$ cat config.mk
export PLATFORM = sky130hd
export DESIGN_NAME = sbru_core
export DESIGN_NICKNAME = d
export VERILOG_FILES = /design/src/rtl/sbru_pkg.sv /design/src/rtl/sbru_rotator.sv /design/src/rtl/sbru_core.sv
export SDC_FILE = /design/constraint.sdc
export NUM_CORES = 1
export LEC_CHECK = 0
export BUFFER_PORTS_ARGS = -buffer_cell sky130_fd_sc_hd__buf_4
export CAP_MARGIN = 10
export CORE_MARGIN = 2
export CORE_UTILIZATION = 44
export CTS_CLUSTER_SIZE = 16
export DETAILED_ROUTE_END_ITERATION = 16
export GPL_ROUTABILITY_DRIVEN = 0
export GPL_TIMING_DRIVEN = 0
export PLACE_DENSITY_LB_ADDON = 0.1
export SKIP_LAST_GASP = 1
export SYNTH_ARGS = -nofsm -noshare
export SYNTH_HDL_FRONTEND = slang
export SYNTH_SLANG_ARGS = --single-unit
$ cat constraint.sdc
create_clock -name clk_sys -period 14 [get_ports clk_sys]
set_input_delay 2.8 -clock clk_sys [delete_from_list [all_inputs] [get_ports clk_sys]]
set_output_delay 2.8 -clock clk_sys [all_outputs]
set_load 0.02 [all_outputs]
$ cat src/rtl/sbru_pkg.sv
// Shared constants for the single-bit rotate unit: opcodes, addressing
// modes, register offsets, flag positions and reset values.
// Assumes nothing of its surroundings; compiled before every other file.
`default_nettype none

package sbru_pkg;

  // Upper opcode byte of each instruction form.
  localparam logic [7:0] OPC_FILE_LEFT  = 8'hd6;
  localparam logic [7:0] OPC_FILE_RIGHT = 8'hd7;
  localparam logic [7:0] OPC_REG_LEFT   = 8'hd2;
  localparam logic [7:0] OPC_REG_RIGHT  = 8'hd3;

  // Working-register addressing modes.
  localparam logic [2:0] MODE_DIRECT  = 3'h0;
  localparam logic [2:0] MODE_IND     = 3'h1;
  localparam logic [2:0] MODE_POSTINC = 3'h2;
  localparam logic [2:0] MODE_POSTDEC = 3'h3;
  localparam logic [2:0] MODE_PREINC  = 3'h4;
  localparam logic [2:0] MODE_PREDEC  = 3'h5;

  typedef enum logic [1:0] {
    ROT_LEFT_NC  = 2'h0,
    ROT_RIGHT_C  = 2'h1,
    ROT_RIGHT_NC = 2'h2
  } sbru_rot_type;

  // Register offsets (byte addresses, low eight address bits decoded).
  localparam logic [7:0] ADDR_CTRL      = 8'h00;
  localparam logic [7:0] ADDR_STAT      = 8'h04;
  localparam logic [7:0] ADDR_FLAGS     = 8'h08;
  localparam logic [1:0] ADDR_DEFAULT_WORKING_REGISTER_WIN  = 2'h1;

  // Field positions.
  localparam int CTRL_EN_BIT      = 0;
  localparam int STAT_BUSY_BIT    = 0;
  localparam int STAT_ILLEGAL_BIT = 1;
  localparam int FLAG_C_BIT       = 0;
  localparam int FLAG_Z_BIT       = 1;
  localparam int FLAG_N_BIT       = 3;

  // Reset values.
  localparam logic        CTRL_EN_RESET = 1'h1;
  localparam logic [15:0] DEFAULT_WORKING_REGISTER_RESET    = 16'h0000;
  localparam logic [3:0]  DEFAULT_DEFAULT_WORKING_REGISTER  = 4'h0;

  localparam logic [15:0] STEP_BYTE = 16'h0001;
  localparam logic [15:0] STEP_WORD = 16'h0002;

endpackage

`default_nettype wire

$ cat src/rtl/sbru_rotator.sv
// Combinational one-bit rotator with negative, zero and carry results.
// Assumes the caller holds the operand and carry stable for the cycle.
`default_nettype none

module sbru_rotator (
  // Operation select
  input  wire sbru_pkg::sbru_rot_type rotOp,
  input  wire logic                   byteMode,
  // Operand and result
  input  wire logic [15:0]            operand,
  input  wire logic                   carryIn,
  output logic      [15:0]            result,
  output logic                        carryOut,
  output logic                        negative,
  output logic                        zero
);

  always_comb begin
    result   = operand;
    carryOut = carryIn;
    case (rotOp)
      sbru_pkg::ROT_LEFT_NC: begin
        // Old top bit wraps to bit zero; carry untouched.
        result = byteMode ? {8'h00, operand[6:0], operand[7]}
                          : {operand[14:0], operand[15]};
      end
      sbru_pkg::ROT_RIGHT_C: begin
        // Old carry enters the top bit, bit zero leaves to carry.
        result   = byteMode ? {8'h00, carryIn, operand[7:1]}
                            : {carryIn, operand[15:1]};
        carryOut = operand[0];
      end
      sbru_pkg::ROT_RIGHT_NC: begin
        result = byteMode ? {8'h00, operand[0], operand[7:1]}
                          : {operand[0], operand[15:1]};
      end
      default: begin
        result = operand;
      end
    endcase
    negative = byteMode ? result[7] : result[15];
    zero     = byteMode ? (result[7:0] == 8'h00) : (result == 16'h0000);
  end

endmodule

`default_nettype wire

$ cat src/rtl/sbru_core.sv
// Single-bit rotate unit: decodes and executes the rotate instructions,
// holds the sixteen working registers and the status flags, and reaches
// data memory through a synchronous read/write port.
// Assumes a synchronous RAM that returns read data the cycle after its
// read strobe, and an AHB-Lite master with single word transfers.
`default_nettype none

module sbru_core (
  // Clock and reset
  input  wire logic        clk_sys,
  input  wire logic        resetn,
  // AHB-Lite slave
  input  wire logic        hsel,
  input  wire logic [31:0] haddr,
  input  wire logic [1:0]  htrans,
  input  wire logic        hwrite,
  input  wire logic [2:0]  hsize,
  input  wire logic [31:0] hwdata,
  input  wire logic        hready,
  output logic             hreadyout,
  output logic             hresp,
  output logic      [31:0] hrdata,
  // Instruction issue
  input  wire logic        instrValid,
  input  wire logic [23:0] instrWord,
  output logic             instrReady,
  output logic             instrDone,
  output logic             instrIllegal,
  // Data memory port
  output logic      [15:0] dmAddr,
  output logic             dmRe,
  output logic             dmWe,
  output logic      [1:0]  dmByteEn,
  output logic      [15:0] dmWdata,
  input  wire logic [15:0] dmRdata
);

  typedef enum logic [3:0] {
    ST_IDLE  = 4'b0001,
    ST_FETCH = 4'b0010,
    ST_WAIT  = 4'b0100,
    ST_EXEC  = 4'b1000
  } sbru_state_type;

  // Effective address seen by a pointer mode.
  function automatic logic [15:0] eaOf(input logic [2:0] mode,
                                       input logic [15:0] ptr,
                                       input logic [15:0] step);
    case (mode)
      sbru_pkg::MODE_PREINC: eaOf = ptr + step;
      sbru_pkg::MODE_PREDEC: eaOf = ptr - step;
      default:               eaOf = ptr;
    endcase
  endfunction

  // Pointer value left behind by a pointer mode.
  function automatic logic [15:0] nextPtr(input logic [2:0] mode,
                                          input logic [15:0] ptr,
                                          input logic [15:0] step);
    case (mode)
      sbru_pkg::MODE_POSTINC, sbru_pkg::MODE_PREINC: nextPtr = ptr + step;
      sbru_pkg::MODE_POSTDEC, sbru_pkg::MODE_PREDEC: nextPtr = ptr - step;
      default:                                       nextPtr = ptr;
    endcase
  endfunction

  // Places a byte result into the low byte, keeping the upper one.
  function automatic logic [15:0] mergeLow(input logic [15:0] old,
                                           input logic [15:0] res,
                                           input logic byteOp);
    mergeLow = byteOp ? {old[15:8], res[7:0]} : res;
  endfunction

  logic        rstMeta_r;
  logic        rstSync_r;
  sbru_state_type state_r;
  logic [23:0] ir_r;
  logic [15:0] default_working_register_r [16];
  logic        flagN_r;
  logic        flagZ_r;
  logic        flagC_r;
  logic        ctrlEn_r;
  logic        illegal_r;
  logic [15:0] opnd_r;
  logic        srcMem_r;
  logic [15:0] memAddr_r;
  logic        memRe_r;
  logic        memWe_r;
  logic [1:0]  memBe_r;
  logic [15:0] memWdata_r;
  logic        done_r;
  logic        aValid_r;
  logic        aWrite_r;
  logic [7:0]  aAddr_r;
  logic [31:0] hrdata_r;

  // The asynchronous reset is released through two flops.
  always_ff @(posedge clk_sys or negedge resetn) begin
    if (!resetn) begin
      rstMeta_r <= 1'b0;
      rstSync_r <= 1'b0;
    end else begin
      rstMeta_r <= 1'b1;
      rstSync_r <= rstMeta_r;
    end
  end

  // Instruction field decode.
  wire [7:0]  opHi       = ir_r[23:16];
  wire        sel15      = ir_r[15];
  wire        isFileLeft = (opHi == sbru_pkg::OPC_FILE_LEFT) && !sel15;
  wire        isFileRrc  = (opHi == sbru_pkg::OPC_FILE_RIGHT) && sel15;
  wire        isFileRrnc = (opHi == sbru_pkg::OPC_FILE_RIGHT) && !sel15;
  wire        isRegLeft  = (opHi == sbru_pkg::OPC_REG_LEFT) && !sel15;
  wire        isRegRrc   = (opHi == sbru_pkg::OPC_REG_RIGHT) && sel15;
  wire        isFile     = isFileLeft || isFileRrc || isFileRrnc;
  wire        isReg      = isRegLeft || isRegRrc;
  wire        byteMode   = ir_r[14];
  wire        destFile   = ir_r[13];
  wire [12:0] fileAddr   = ir_r[12:0];
  wire [2:0]  dMode      = ir_r[13:11];
  wire [3:0]  dIdx       = ir_r[10:7];
  wire [2:0]  sMode      = ir_r[6:4];
  wire [3:0]  sIdx       = ir_r[3:0];
  wire        modesOk    = (dMode <= sbru_pkg::MODE_PREDEC) &&
                           (sMode <= sbru_pkg::MODE_PREDEC);
  wire        legal      = isFile || (isReg && modesOk);
  wire        throughC   = isFileRrc || isRegRrc;
  wire [15:0] step       = byteMode ? sbru_pkg::STEP_BYTE
                                    : sbru_pkg::STEP_WORD;
  wire [15:0] srcW       = default_working_register_r[sIdx];
  wire [15:0] dstW       = default_working_register_r[dIdx];
  wire [15:0] dstEa      = eaOf(dMode, dstW, step);
  wire        inFetch    = (state_r == ST_FETCH);
  wire        inExec     = (state_r == ST_EXEC);
  wire        accept     = (state_r == ST_IDLE) && ctrlEn_r && instrValid;

  sbru_pkg::sbru_rot_type rotOp;
  assign rotOp = throughC ? sbru_pkg::ROT_RIGHT_C :
                 isFileRrnc ? sbru_pkg::ROT_RIGHT_NC
                            : sbru_pkg::ROT_LEFT_NC;

  // An odd memory address picks the upper byte of the word.
  wire [15:0] memWord  = memAddr_r[0] ? {8'h00, dmRdata[15:8]} : dmRdata;
  wire [15:0] operand  = srcMem_r ? memWord : opnd_r;

  logic [15:0] rotRes;
  logic        rotCarry;
  logic        rotNeg;
  logic        rotZero;

  sbru_rotator u_rotator (
    .rotOp    (rotOp),
    .byteMode (byteMode),
    .operand  (operand),
    .carryIn  (flagC_r),
    .result   (rotRes),
    .carryOut (rotCarry),
    .negative (rotNeg),
    .zero     (rotZero)
  );

  // Destination routing of the result in the execute cycle.
  wire execFileToMem = inExec && isFile && destFile;
  wire execFileToW0  = inExec && isFile && !destFile;
  wire execRegDirect = inExec && isReg && (dMode == sbru_pkg::MODE_DIRECT);
  wire execRegMem    = inExec && isReg && (dMode != sbru_pkg::MODE_DIRECT);
  wire fetchSrcPtr   = inFetch && legal && isReg &&
                       (sMode != sbru_pkg::MODE_DIRECT);
  wire [15:0] wrAddr = execFileToMem ? memAddr_r : dstEa;

  // Hardware write port of the working registers.
  logic        hwWe;
  logic [3:0]  hwIdx;
  logic [15:0] hwData;
  always_comb begin
    hwWe   = 1'b0;
    hwIdx  = sbru_pkg::DEFAULT_DEFAULT_WORKING_REGISTER;
    hwData = sbru_pkg::DEFAULT_WORKING_REGISTER_RESET;
    if (fetchSrcPtr) begin
      hwWe   = 1'b1;
      hwIdx  = sIdx;
      hwData = nextPtr(sMode, srcW, step);
    end else if (execFileToW0) begin
      hwWe   = 1'b1;
      hwIdx  = sbru_pkg::DEFAULT_DEFAULT_WORKING_REGISTER;
      hwData = mergeLow(default_working_register_r[sbru_pkg::DEFAULT_DEFAULT_WORKING_REGISTER], rotRes, byteMode);
    end else if (execRegDirect) begin
      hwWe   = 1'b1;
      hwIdx  = dIdx;
      hwData = mergeLow(dstW, rotRes, byteMode);
    end else if (execRegMem) begin
      hwWe   = 1'b1;
      hwIdx  = dIdx;
      hwData = nextPtr(dMode, dstW, step);
    end
  end

  // Each accepted word is one whole instruction, run through a short
  // fixed sequence; nothing overlaps so no operand hazards arise.
  always_ff @(posedge clk_sys or negedge rstSync_r) begin
    if (!rstSync_r) begin
      state_r <= ST_IDLE;
      ir_r    <= 24'h000000;
      opnd_r  <= 16'h0000;
      srcMem_r <= 1'b0;
      done_r  <= 1'b0;
    end else begin
      done_r <= 1'b0;
      case (state_r)
        ST_IDLE: begin
          if (accept) begin
            ir_r    <= instrWord;
            state_r <= ST_FETCH;
          end
        end
        ST_FETCH: begin
          opnd_r   <= byteMode ? {8'h00, srcW[7:0]} : srcW;
          srcMem_r <= isFile || (sMode != sbru_pkg::MODE_DIRECT);
          if (!legal) begin
            done_r  <= 1'b1;
            state_r <= ST_IDLE;
          end else if (isReg && (sMode == sbru_pkg::MODE_DIRECT)) begin
            state_r <= ST_EXEC;
          end else begin
            state_r <= ST_WAIT;
          end
        end
        ST_WAIT: begin
          state_r <= ST_EXEC;
        end
        ST_EXEC: begin
          done_r  <= 1'b1;
          state_r <= ST_IDLE;
        end
        default: begin
          state_r <= ST_IDLE;
        end
      endcase
    end
  end

  // Memory port: read strobe in the wait cycle, write strobe after exec.
  always_ff @(posedge clk_sys or negedge rstSync_r) begin
    if (!rstSync_r) begin
      memAddr_r  <= 16'h0000;
      memRe_r    <= 1'b0;
      memWe_r    <= 1'b0;
      memBe_r    <= 2'h0;
      memWdata_r <= 16'h0000;
    end else begin
      memRe_r <= 1'b0;
      memWe_r <= 1'b0;
      if (inFetch && legal && isFile) begin
        memAddr_r <= {3'h0, fileAddr};
        memRe_r   <= 1'b1;
      end else if (fetchSrcPtr) begin
        memAddr_r <= eaOf(sMode, srcW, step);
        memRe_r   <= 1'b1;
      end else if (execFileToMem || execRegMem) begin
        memAddr_r  <= wrAddr;
        memWe_r    <= 1'b1;
        memWdata_r <= byteMode ? {rotRes[7:0], rotRes[7:0]} : rotRes;
        memBe_r    <= !byteMode ? 2'h3 : (wrAddr[0] ? 2'h2 : 2'h1);
      end
    end
  end

  // AHB-Lite address phase capture and register decode.
  wire        aTake    = hsel && htrans[1] && hready;
  wire        swWrite  = aValid_r && aWrite_r;
  wire        swWinWr  = swWrite && (aAddr_r[7:6] == sbru_pkg::ADDR_DEFAULT_WORKING_REGISTER_WIN);
  wire        swCtrlWr = swWrite && (aAddr_r == sbru_pkg::ADDR_CTRL);
  wire        swStatWr = swWrite && (aAddr_r == sbru_pkg::ADDR_STAT);
  wire        swFlagWr = swWrite && (aAddr_r == sbru_pkg::ADDR_FLAGS);
  wire        illegalSet = inFetch && !legal;
  wire        illegalClr = swStatWr && hwdata[sbru_pkg::STAT_ILLEGAL_BIT];
  wire [7:0]  rdAddr   = haddr[7:0];

  logic [31:0] rdMux;
  always_comb begin
    rdMux = 32'h00000000;
    if (rdAddr[7:6] == sbru_pkg::ADDR_DEFAULT_WORKING_REGISTER_WIN) begin
      rdMux[15:0] = default_working_register_r[rdAddr[5:2]];
    end else if (rdAddr == sbru_pkg::ADDR_CTRL) begin
      rdMux[sbru_pkg::CTRL_EN_BIT] = ctrlEn_r;
    end else if (rdAddr == sbru_pkg::ADDR_STAT) begin
      rdMux[sbru_pkg::STAT_BUSY_BIT]    = (state_r != ST_IDLE);
      rdMux[sbru_pkg::STAT_ILLEGAL_BIT] = illegal_r;
    end else if (rdAddr == sbru_pkg::ADDR_FLAGS) begin
      rdMux[sbru_pkg::FLAG_C_BIT] = flagC_r;
      rdMux[sbru_pkg::FLAG_Z_BIT] = flagZ_r;
      rdMux[sbru_pkg::FLAG_N_BIT] = flagN_r;
    end
  end

  always_ff @(posedge clk_sys or negedge rstSync_r) begin
    if (!rstSync_r) begin
      aValid_r <= 1'b0;
      aWrite_r <= 1'b0;
      aAddr_r  <= 8'h00;
      hrdata_r <= 32'h00000000;
    end else begin
      if (hready) begin
        aValid_r <= aTake;
        aWrite_r <= hwrite;
        aAddr_r  <= rdAddr;
      end
      if (aTake && !hwrite) begin
        hrdata_r <= rdMux;
      end
    end
  end

  // Control, sticky error and flags; hardware wins over software.
  always_ff @(posedge clk_sys or negedge rstSync_r) begin
    if (!rstSync_r) begin
      ctrlEn_r  <= sbru_pkg::CTRL_EN_RESET;
      illegal_r <= 1'b0;
      flagN_r   <= 1'b0;
      flagZ_r   <= 1'b0;
      flagC_r   <= 1'b0;
    end else begin
      if (swCtrlWr) begin
        ctrlEn_r <= hwdata[sbru_pkg::CTRL_EN_BIT];
      end
      if (illegalSet) begin
        illegal_r <= 1'b1;
      end else if (illegalClr) begin
        illegal_r <= 1'b0;
      end
      if (inExec) begin
        flagN_r <= rotNeg;
        flagZ_r <= rotZero;
        if (throughC) begin
          flagC_r <= rotCarry;
        end
      end else if (swFlagWr) begin
        flagN_r <= hwdata[sbru_pkg::FLAG_N_BIT];
        flagZ_r <= hwdata[sbru_pkg::FLAG_Z_BIT];
        flagC_r <= hwdata[sbru_pkg::FLAG_C_BIT];
      end
    end
  end

  // Working registers: one generated flop set per register.
  genvar gi;
  generate
    for (gi = 0; gi < 16; gi++) begin : g_default_working_register
      always_ff @(posedge clk_sys or negedge rstSync_r) begin
        if (!rstSync_r) begin
          default_working_register_r[gi] <= sbru_pkg::DEFAULT_WORKING_REGISTER_RESET;
        end else if (hwWe && (hwIdx == 4'(gi))) begin
          default_working_register_r[gi] <= hwData;
        end else if (swWinWr && (aAddr_r[5:2] == 4'(gi))) begin
          default_working_register_r[gi] <= hwdata[15:0];
        end
      end
    end
  endgenerate

  assign hreadyout    = 1'b1;
  assign hresp        = 1'b0;
  assign hrdata       = hrdata_r;
  assign instrReady   = (state_r == ST_IDLE) && ctrlEn_r;
  assign instrDone    = done_r;
  assign instrIllegal = illegal_r;
  assign dmAddr       = memAddr_r;
  assign dmRe         = memRe_r;
  assign dmWe         = memWe_r;
  assign dmByteEn     = memBe_r;
  assign dmWdata      = memWdata_r;

endmodule

`default_nettype wire

* After elaboration in Yosys (flattened, before gate mapping)
Cells that the tools add are included.
** Storage, ports and cells
- Register bits :: 371
- Input bits :: 115
- Output and inout bits :: 73
- Logic and storage cells :: 332
** Operators by class
- $add $sub $neg :: 4
- Order comparisons :: 5
- Equal/unequal tests :: 59
- Mux-type cells :: 110
- Bitwise logic cells :: 5
- Reductions and logical operators :: 111
** Operators by type and width (count)
- 16-bit 2-to-1 mux :: 55
- 16-bit binary-select mux with 4-bit select :: 3
- 16-bit one-hot mux with 2 select lines :: 4
- 4-bit == test (second input constant) :: 17
- 1-bit logical AND :: 62
- 16-bit one-hot mux with 3 select lines :: 1
- 4-bit by 3-bit == test with 1-bit output (second input constant) :: 9
- 2-bit nonzero test :: 18
- 16-bit by 2-bit adder with 16-bit output :: 2
- 8-bit == test (second input constant) :: 4
- 16-bit by 2-bit subtractor with 16-bit output :: 2
- 1-bit 2-to-1 mux :: 29
- 4-bit 2-to-1 mux :: 7
- 8-bit logical NOT :: 3
- 4-bit by 2-bit == test with 1-bit output (second input constant) :: 5
- 8-bit by 3-bit == test with 1-bit output (second input constant) :: 2
- 8-bit by 4-bit == test with 1-bit output (second input constant) :: 2
- 16-bit logical NOT :: 1
- 2-bit 2-to-1 mux :: 8
- 5-bit >= comparator (second input constant) :: 3
- 4-bit NOT with 5-bit output :: 3
- 3-bit by 2-bit == test with 1-bit output (second input constant) :: 4
- 3-bit == test (second input constant) :: 4
- 4-bit by 1-bit == test with 1-bit output (second input constant) :: 3
- 20 further kinds :: 43

* Logic depth before layout (Yosys ltp)
- Depth after elaboration :: 12
- Gate-level depth with buffers :: 21
- Depth with buffers taken out :: 14

* Modules after synthesis
Synthesis repeated with hierarchy kept, for this count alone.
** Unflattened totals
- Cells, all modules :: 2750
- Area, all modules :: 27314.9 µm²
** Modules (own cells, without submodules)
- sbru_core :: times used 1, cells each 2642, area each 26558.0 µm², seq. area each 9286.4 µm²
- sbru_rotator :: times used 1, cells each 108, area each 757.0 µm², seq. area each 0.0 µm²

* Worst setup path after synthesis
OpenSTA, ideal clock, no wires.
- Kind :: flip-flop to flip-flop
- From :: reg ir_r[7]
- To :: reg default_working_register_r[110] in the netlist's numbering
- Library setup time :: 135 ps
- Data arrival time :: 5434 ps
- Required time :: 13865 ps
- Slack :: 8431 ps
- Stages on the path, launching flop included :: 21
- Buffers on the path :: 7
- Period minus slack after synthesis :: 5569 ps
- Cells stage by stage :: dfrtp_1 -> buf_6 -> buf_12 -> buf_12 -> buf_12 -> buf_2 -> buf_2 -> mux4_2 -> mux4_2 -> inv_1 -> ha_1 -> inv_1 -> fa_1 -> nand2b_1 -> or3_1 -> or3_4 -> o32ai_2 -> mux2_2 -> a2111oi_4 -> buf_4 -> a21oi_1
** Between the ends
- Cells in the longest elaborated chain, start to end :: 11
- Elaborated cells on any way between the ends :: 20
- Those cells by class :: add/sub (2); eq/ne (1); mux (14); bitwise (1); reduce/logical (2)
** Ends and longest elaborated chain
- from (decl) :: line sbru_core.sv:77 : logic [23:0] ir_r;
- from (signal assigned) :: line sbru_core.sv:213 : ir_r <= instrWord;
- 4-bit NOT with 5-bit output (not written as such) :: line sbru_core.sv:132 : wire [15:0] dstW = default_working_register_r[dIdx];
- 16-bit binary-select mux with 4-bit select :: line sbru_core.sv:132
- 16-bit 2-to-1 mux (not written as such) (2 in a row) :: line sbru_core.sv:132
- 16-bit by 2-bit subtractor with 16-bit output / 16-bit by 2-bit adder with 16-bit output (equally long branches) :: line sbru_core.sv:62, sbru_core.sv:61
- 16-bit one-hot mux with 2 select lines :: line sbru_core.sv:60 : case (mode)
- 16-bit 2-to-1 mux :: line sbru_core.sv:192 : end else if (execRegMem) begin
- 16-bit 2-to-1 mux :: line sbru_core.sv:188 : end else if (execRegDirect) begin
- 16-bit 2-to-1 mux :: line sbru_core.sv:184 : end else if (execFileToW0) begin
- 16-bit 2-to-1 mux :: line sbru_core.sv:180 : if (fetchSrcPtr) begin
- 16-bit 2-to-1 mux :: line sbru_core.sv:353 : end else if (hwWe && (hwIdx == 4'(gi))) begin
- to (signal, indexed assignment) :: line sbru_core.sv:352 : default_working_register_r[gi] <= sbru_pkg::DEFAULT_WORKING_REGISTER_RESET;
- to (signal, indexed assignment) :: line sbru_core.sv:354 : default_working_register_r[gi] <= hwData;
- to (signal, indexed assignment) :: line sbru_core.sv:356 : default_working_register_r[gi] <= hwdata[15:0];
- to (decl) :: line sbru_core.sv:78 : logic [15:0] default_working_register_r [16];
Parallel ways exist; a longest one is shown, timed or not. The select of a mux whose other input is x is not followed.
A chain may end at the register's enable or synchronous reset.

* Worst setup path after layout
- From :: reg ir_r[8]
- To :: reg default_working_register_r[231] in the netlist's numbering
The elaborated chain is that of the path after synthesis.

==> flow_summary.json <==
{
  "crit_fanout": 10,
  "power_uw": 4750,
  "post-route-drc-count": 0,
  "cts_sinks": 371,
  "clockRootBuffer": "clkbuf_16",
  "ys_warn_count": 0,
  "rr_endpoint": "default_working_register_r[231]$_DFFE_PN0P_",
  "dieHeight_um": 249,
  "cts_setup_buffers": 0,
  "synth_edf_count": 0,
  "postCtsHoldBufs": 0,
  "rrSetupSlack_ps": 5550,
  "synthSimpleGateAreaFrac_pct": 13.7,
  "rr_worst_depth": 19,
  "slowest_delay_ps": 860,
  "num_rows": 89,
  "slew_headroom_pct": 10.5,
  "power.static_leakage_uw": 0.0121,
  "drv_slew": 0,
  "gr-usage-met1_pct": 46.3,
  "fin_worst_skew_ps": 19.0,
  "setup_viol": 0,
  "end_kind": "flip-flop",
  "p_per_area_nw_per_um2": 158,
  "synthXorXnorAreaFrac_pct": 1.49,
  "grt_max_degree": 69,
  "path_buf_inv": 7,
  "via_count": 24427,
  "path_cells": "buf_2, buf_2, buf_2, buf_1, clkbuf_1, mux4_2, mux4_2, inv_1, ha_1, nor2_1, nor2_1, nand2_1, nor4_1, nand3_1, a21oi_1, mux2_2, o21ai_1, clkbuf_1, a21oi_1",
  "die_w_um": 249,
  "hold_viol": 0,
  "synth.area.mux_share_pct": 28.1,
  "synth_area_per_cell_um2": 10.2,
  "ant_nets": 0,
  "io_pins": 188,
  "dr.pass1.iters": 6,
  "gr-usage-met2_pct": 57.2,
  "worstSetupPathType": "flip-flop to flip-flop",
  "syn_area_um2": 26400,
  "busiest_layer": "met2",
  "synth-compound-area-share_pct": 15.9,
  "grt_pass1_wl_um": 167000,
  "irDropWorstVdd_mv": 0.116,
  "die-area_um2": 62000,
  "r2r-start": "ir_r[8]$_DFFE_PN0P_",
  "drive_gt1_share_pct": 22.6,
  "hpwl_um": 91300,
  "layout_commonest_cell": "dfrtp_1",
  "status": "finished, final reports clean",
  "drv_cap": 0,
  "async_flop_share_pct": 100,
  "vias_per_cell": 6.81,
  "rsz0062_at_grt": "no",
  "timing.final.crit_share_pct": 60.3,
  "grt_antenna_before_repair": 2,
  "slowest_stage": "buf_1",
  "worst_pin_slew_ps": 1310,
  "portBuffers": 119,
  "cts_buffer_depth": 3,
  "drt-initial-drc-count": 3250,
  "cpMostUsedCell": "buf_2",
  "synth_top_family_by_area": "multiplexers",
  "crit_arrival_ps": 8890,
  "wire_per_inst_um": 32.6,
  "crit_family": "buffers and inverters",
  "ys_seq_area_share_pct": 35.1,
  "htree_levels": 2,
  "cts_tree": "done",
  "coreArea_um2": 59200,
  "nNetsFinal": 2910,
  "final_cells": 3589,
  "totalWireLength_um": 117000,
  "start_util_pct": 44.6,
  "place_inst": 3499,
  "grt.met3_usage_pct": 10.3,
  "cp-start-kind": "flip-flop",
  "required_ps": 14440,
  "syn_inst": 2582,
  "worstSkewPairLatency_ps": 600,
  "overflow": 0,
  "min_period_ps": 8450,
  "grt_usage_pct": 37.2,
  "critPathLaunch": "ir_r[8]$_DFFE_PN0P_",
  "ys_types": 90,
  "grt_pass1_vias": 23522,
  "numCtsBuffers": 47,
  "hold_class": "flip-flop to asynchronous set/reset pin",
  "area_growth_pct": 14.1,
  "yosys.area_share.adder_pct": 0.777,
  "clkTransAtPathRegs_ps": 60,
  "ys_seq_elements": 371,
  "cts_resized": 0,
  "timing.fmax_mhz": 118,
  "synth_ff_type": "dfrtp_1",
  "layout_common_cells": "dfrtp_1, nand2_1, a21oi_1"
}
[stage by stage]
stage / area, um^2 / util (%) / worst slack [ps] / TNS [ps] / hold slack (ps)
CTS: 30100 / 50.7 / 5790 / 0 / 309
global route: 30100 / 50.9 / 5300 / 0 / 337
floorplan: 26500 / - / 2900 / 0 / 331
global placement: 28300 / 47.8 / -2040 / -718540 / 337
finish: 30100 / 50.9 / 5550 / 0 / 293
detailed placement: 28500 / 48.2 / 5790 / 0 / 303
[flip-flops by register name (all words and copies together), names as in the netlist, 2 cells and up]
signal	cells
state_r	4
default_working_register_r	256
dmWdata	16
hrdata	16
dmAddr	16
ir_r	24
opnd_r	16
dmByteEn	2
aAddr_r	8
[per-layer routing]
layer	wire length [um]	share of wire, %	up-vias
met2	51800	44	1738
met1	42800	37	12190
met3	13300	11	395
met5	16	0.014	-
li1	-	-	10102
met4	9000	7.7	2
[where the power goes]
| group | internal, uW | leakage, uW | total [uW] | switching (uW) |
|---|---|---|---|---|
| Sequential | 1180 | 0.00472 | 1290 | 119 |
| Combinational | 768 | 0.00668 | 2210 | 1440 |
| Clock | 737 | 0.000750 | 1250 | 508 |
[worst register-to-register path, cell delays in order (launching register included)]
cell      delay [ps]
dfrtp_1          420
buf_2            390
buf_2            520
buf_2            460
buf_1            860
clkbuf_1         790
mux4_2           460
mux4_2           590
inv_1            120
ha_1             150
nor2_1            50
nor2_1           190
nand2_1          110
nor4_1           510
nand3_1          190
a21oi_1          510
mux2_2           390
o21ai_1          820
clkbuf_1         630
a21oi_1          150
[cells by family after synthesis]
group                      after synthesis
DFF                                    371
buffers and inverters                  281
xor gates and xnor gates                45
muxes                                  468
other                                    2
and+or+nand+nor                        750
AOI/OAI and AO/OA                      651
adders and majority gates               14
[worst max path at each step]
stage	to	slack (ps)	cells past startpoint
final	default_working_register_r[231]$_DFFE_PN0P_	5550	19
after global routing	default_working_register_r[71]$_DFFE_PN0P_	5300	19
after CTS	default_working_register_r[249]$_DFFE_PN0P_	5790	19
after detailed placement	default_working_register_r[153]$_DFFE_PN0P_	5790	19
after global placement	dmWdata[4]$_DFFE_PN0P_	-2040	0
after floorplan	aAddr_r[0]$_DFFE_PN0P_	2900	0
[synthesized netlist by cell type, types with 18 or more instances]
cell type,count,area share (%)
nor2_1,199,2.8
nand2_1,240,3.4
buf_4,25,0.71
o21ai_0,161,3.0
xnor2_1,29,0.96
nor2b_1,110,2.6
and3_1,18,0.43
a21oi_1,214,4.1
mux2i_1,141,5.3
a211oi_1,96,2.7
mux2_2,122,5.2
dfrtp_1,369,35
a22oi_1,28,0.80
nor3_1,39,0.74
clkbuf_1,179,2.5
mux4_2,202,17
a31oi_1,18,0.43
nand3_1,33,0.63
inv_1,35,0.50
[final cells by class]
class / instances / area [um^2]
tap: 773 / 967
inverter: 38 / 143
sequential: 371 / 9290
antenna: 2 / 5.00
timing repair buffer: 133 / 1130
multi-input combinational: 1947 / 15900
clock inverter: 16 / 199
clock buffer: 66 / 1340
fill: 5424 / 29100
buffer: 243 / 1140
(Power assumes the default switching activity.)
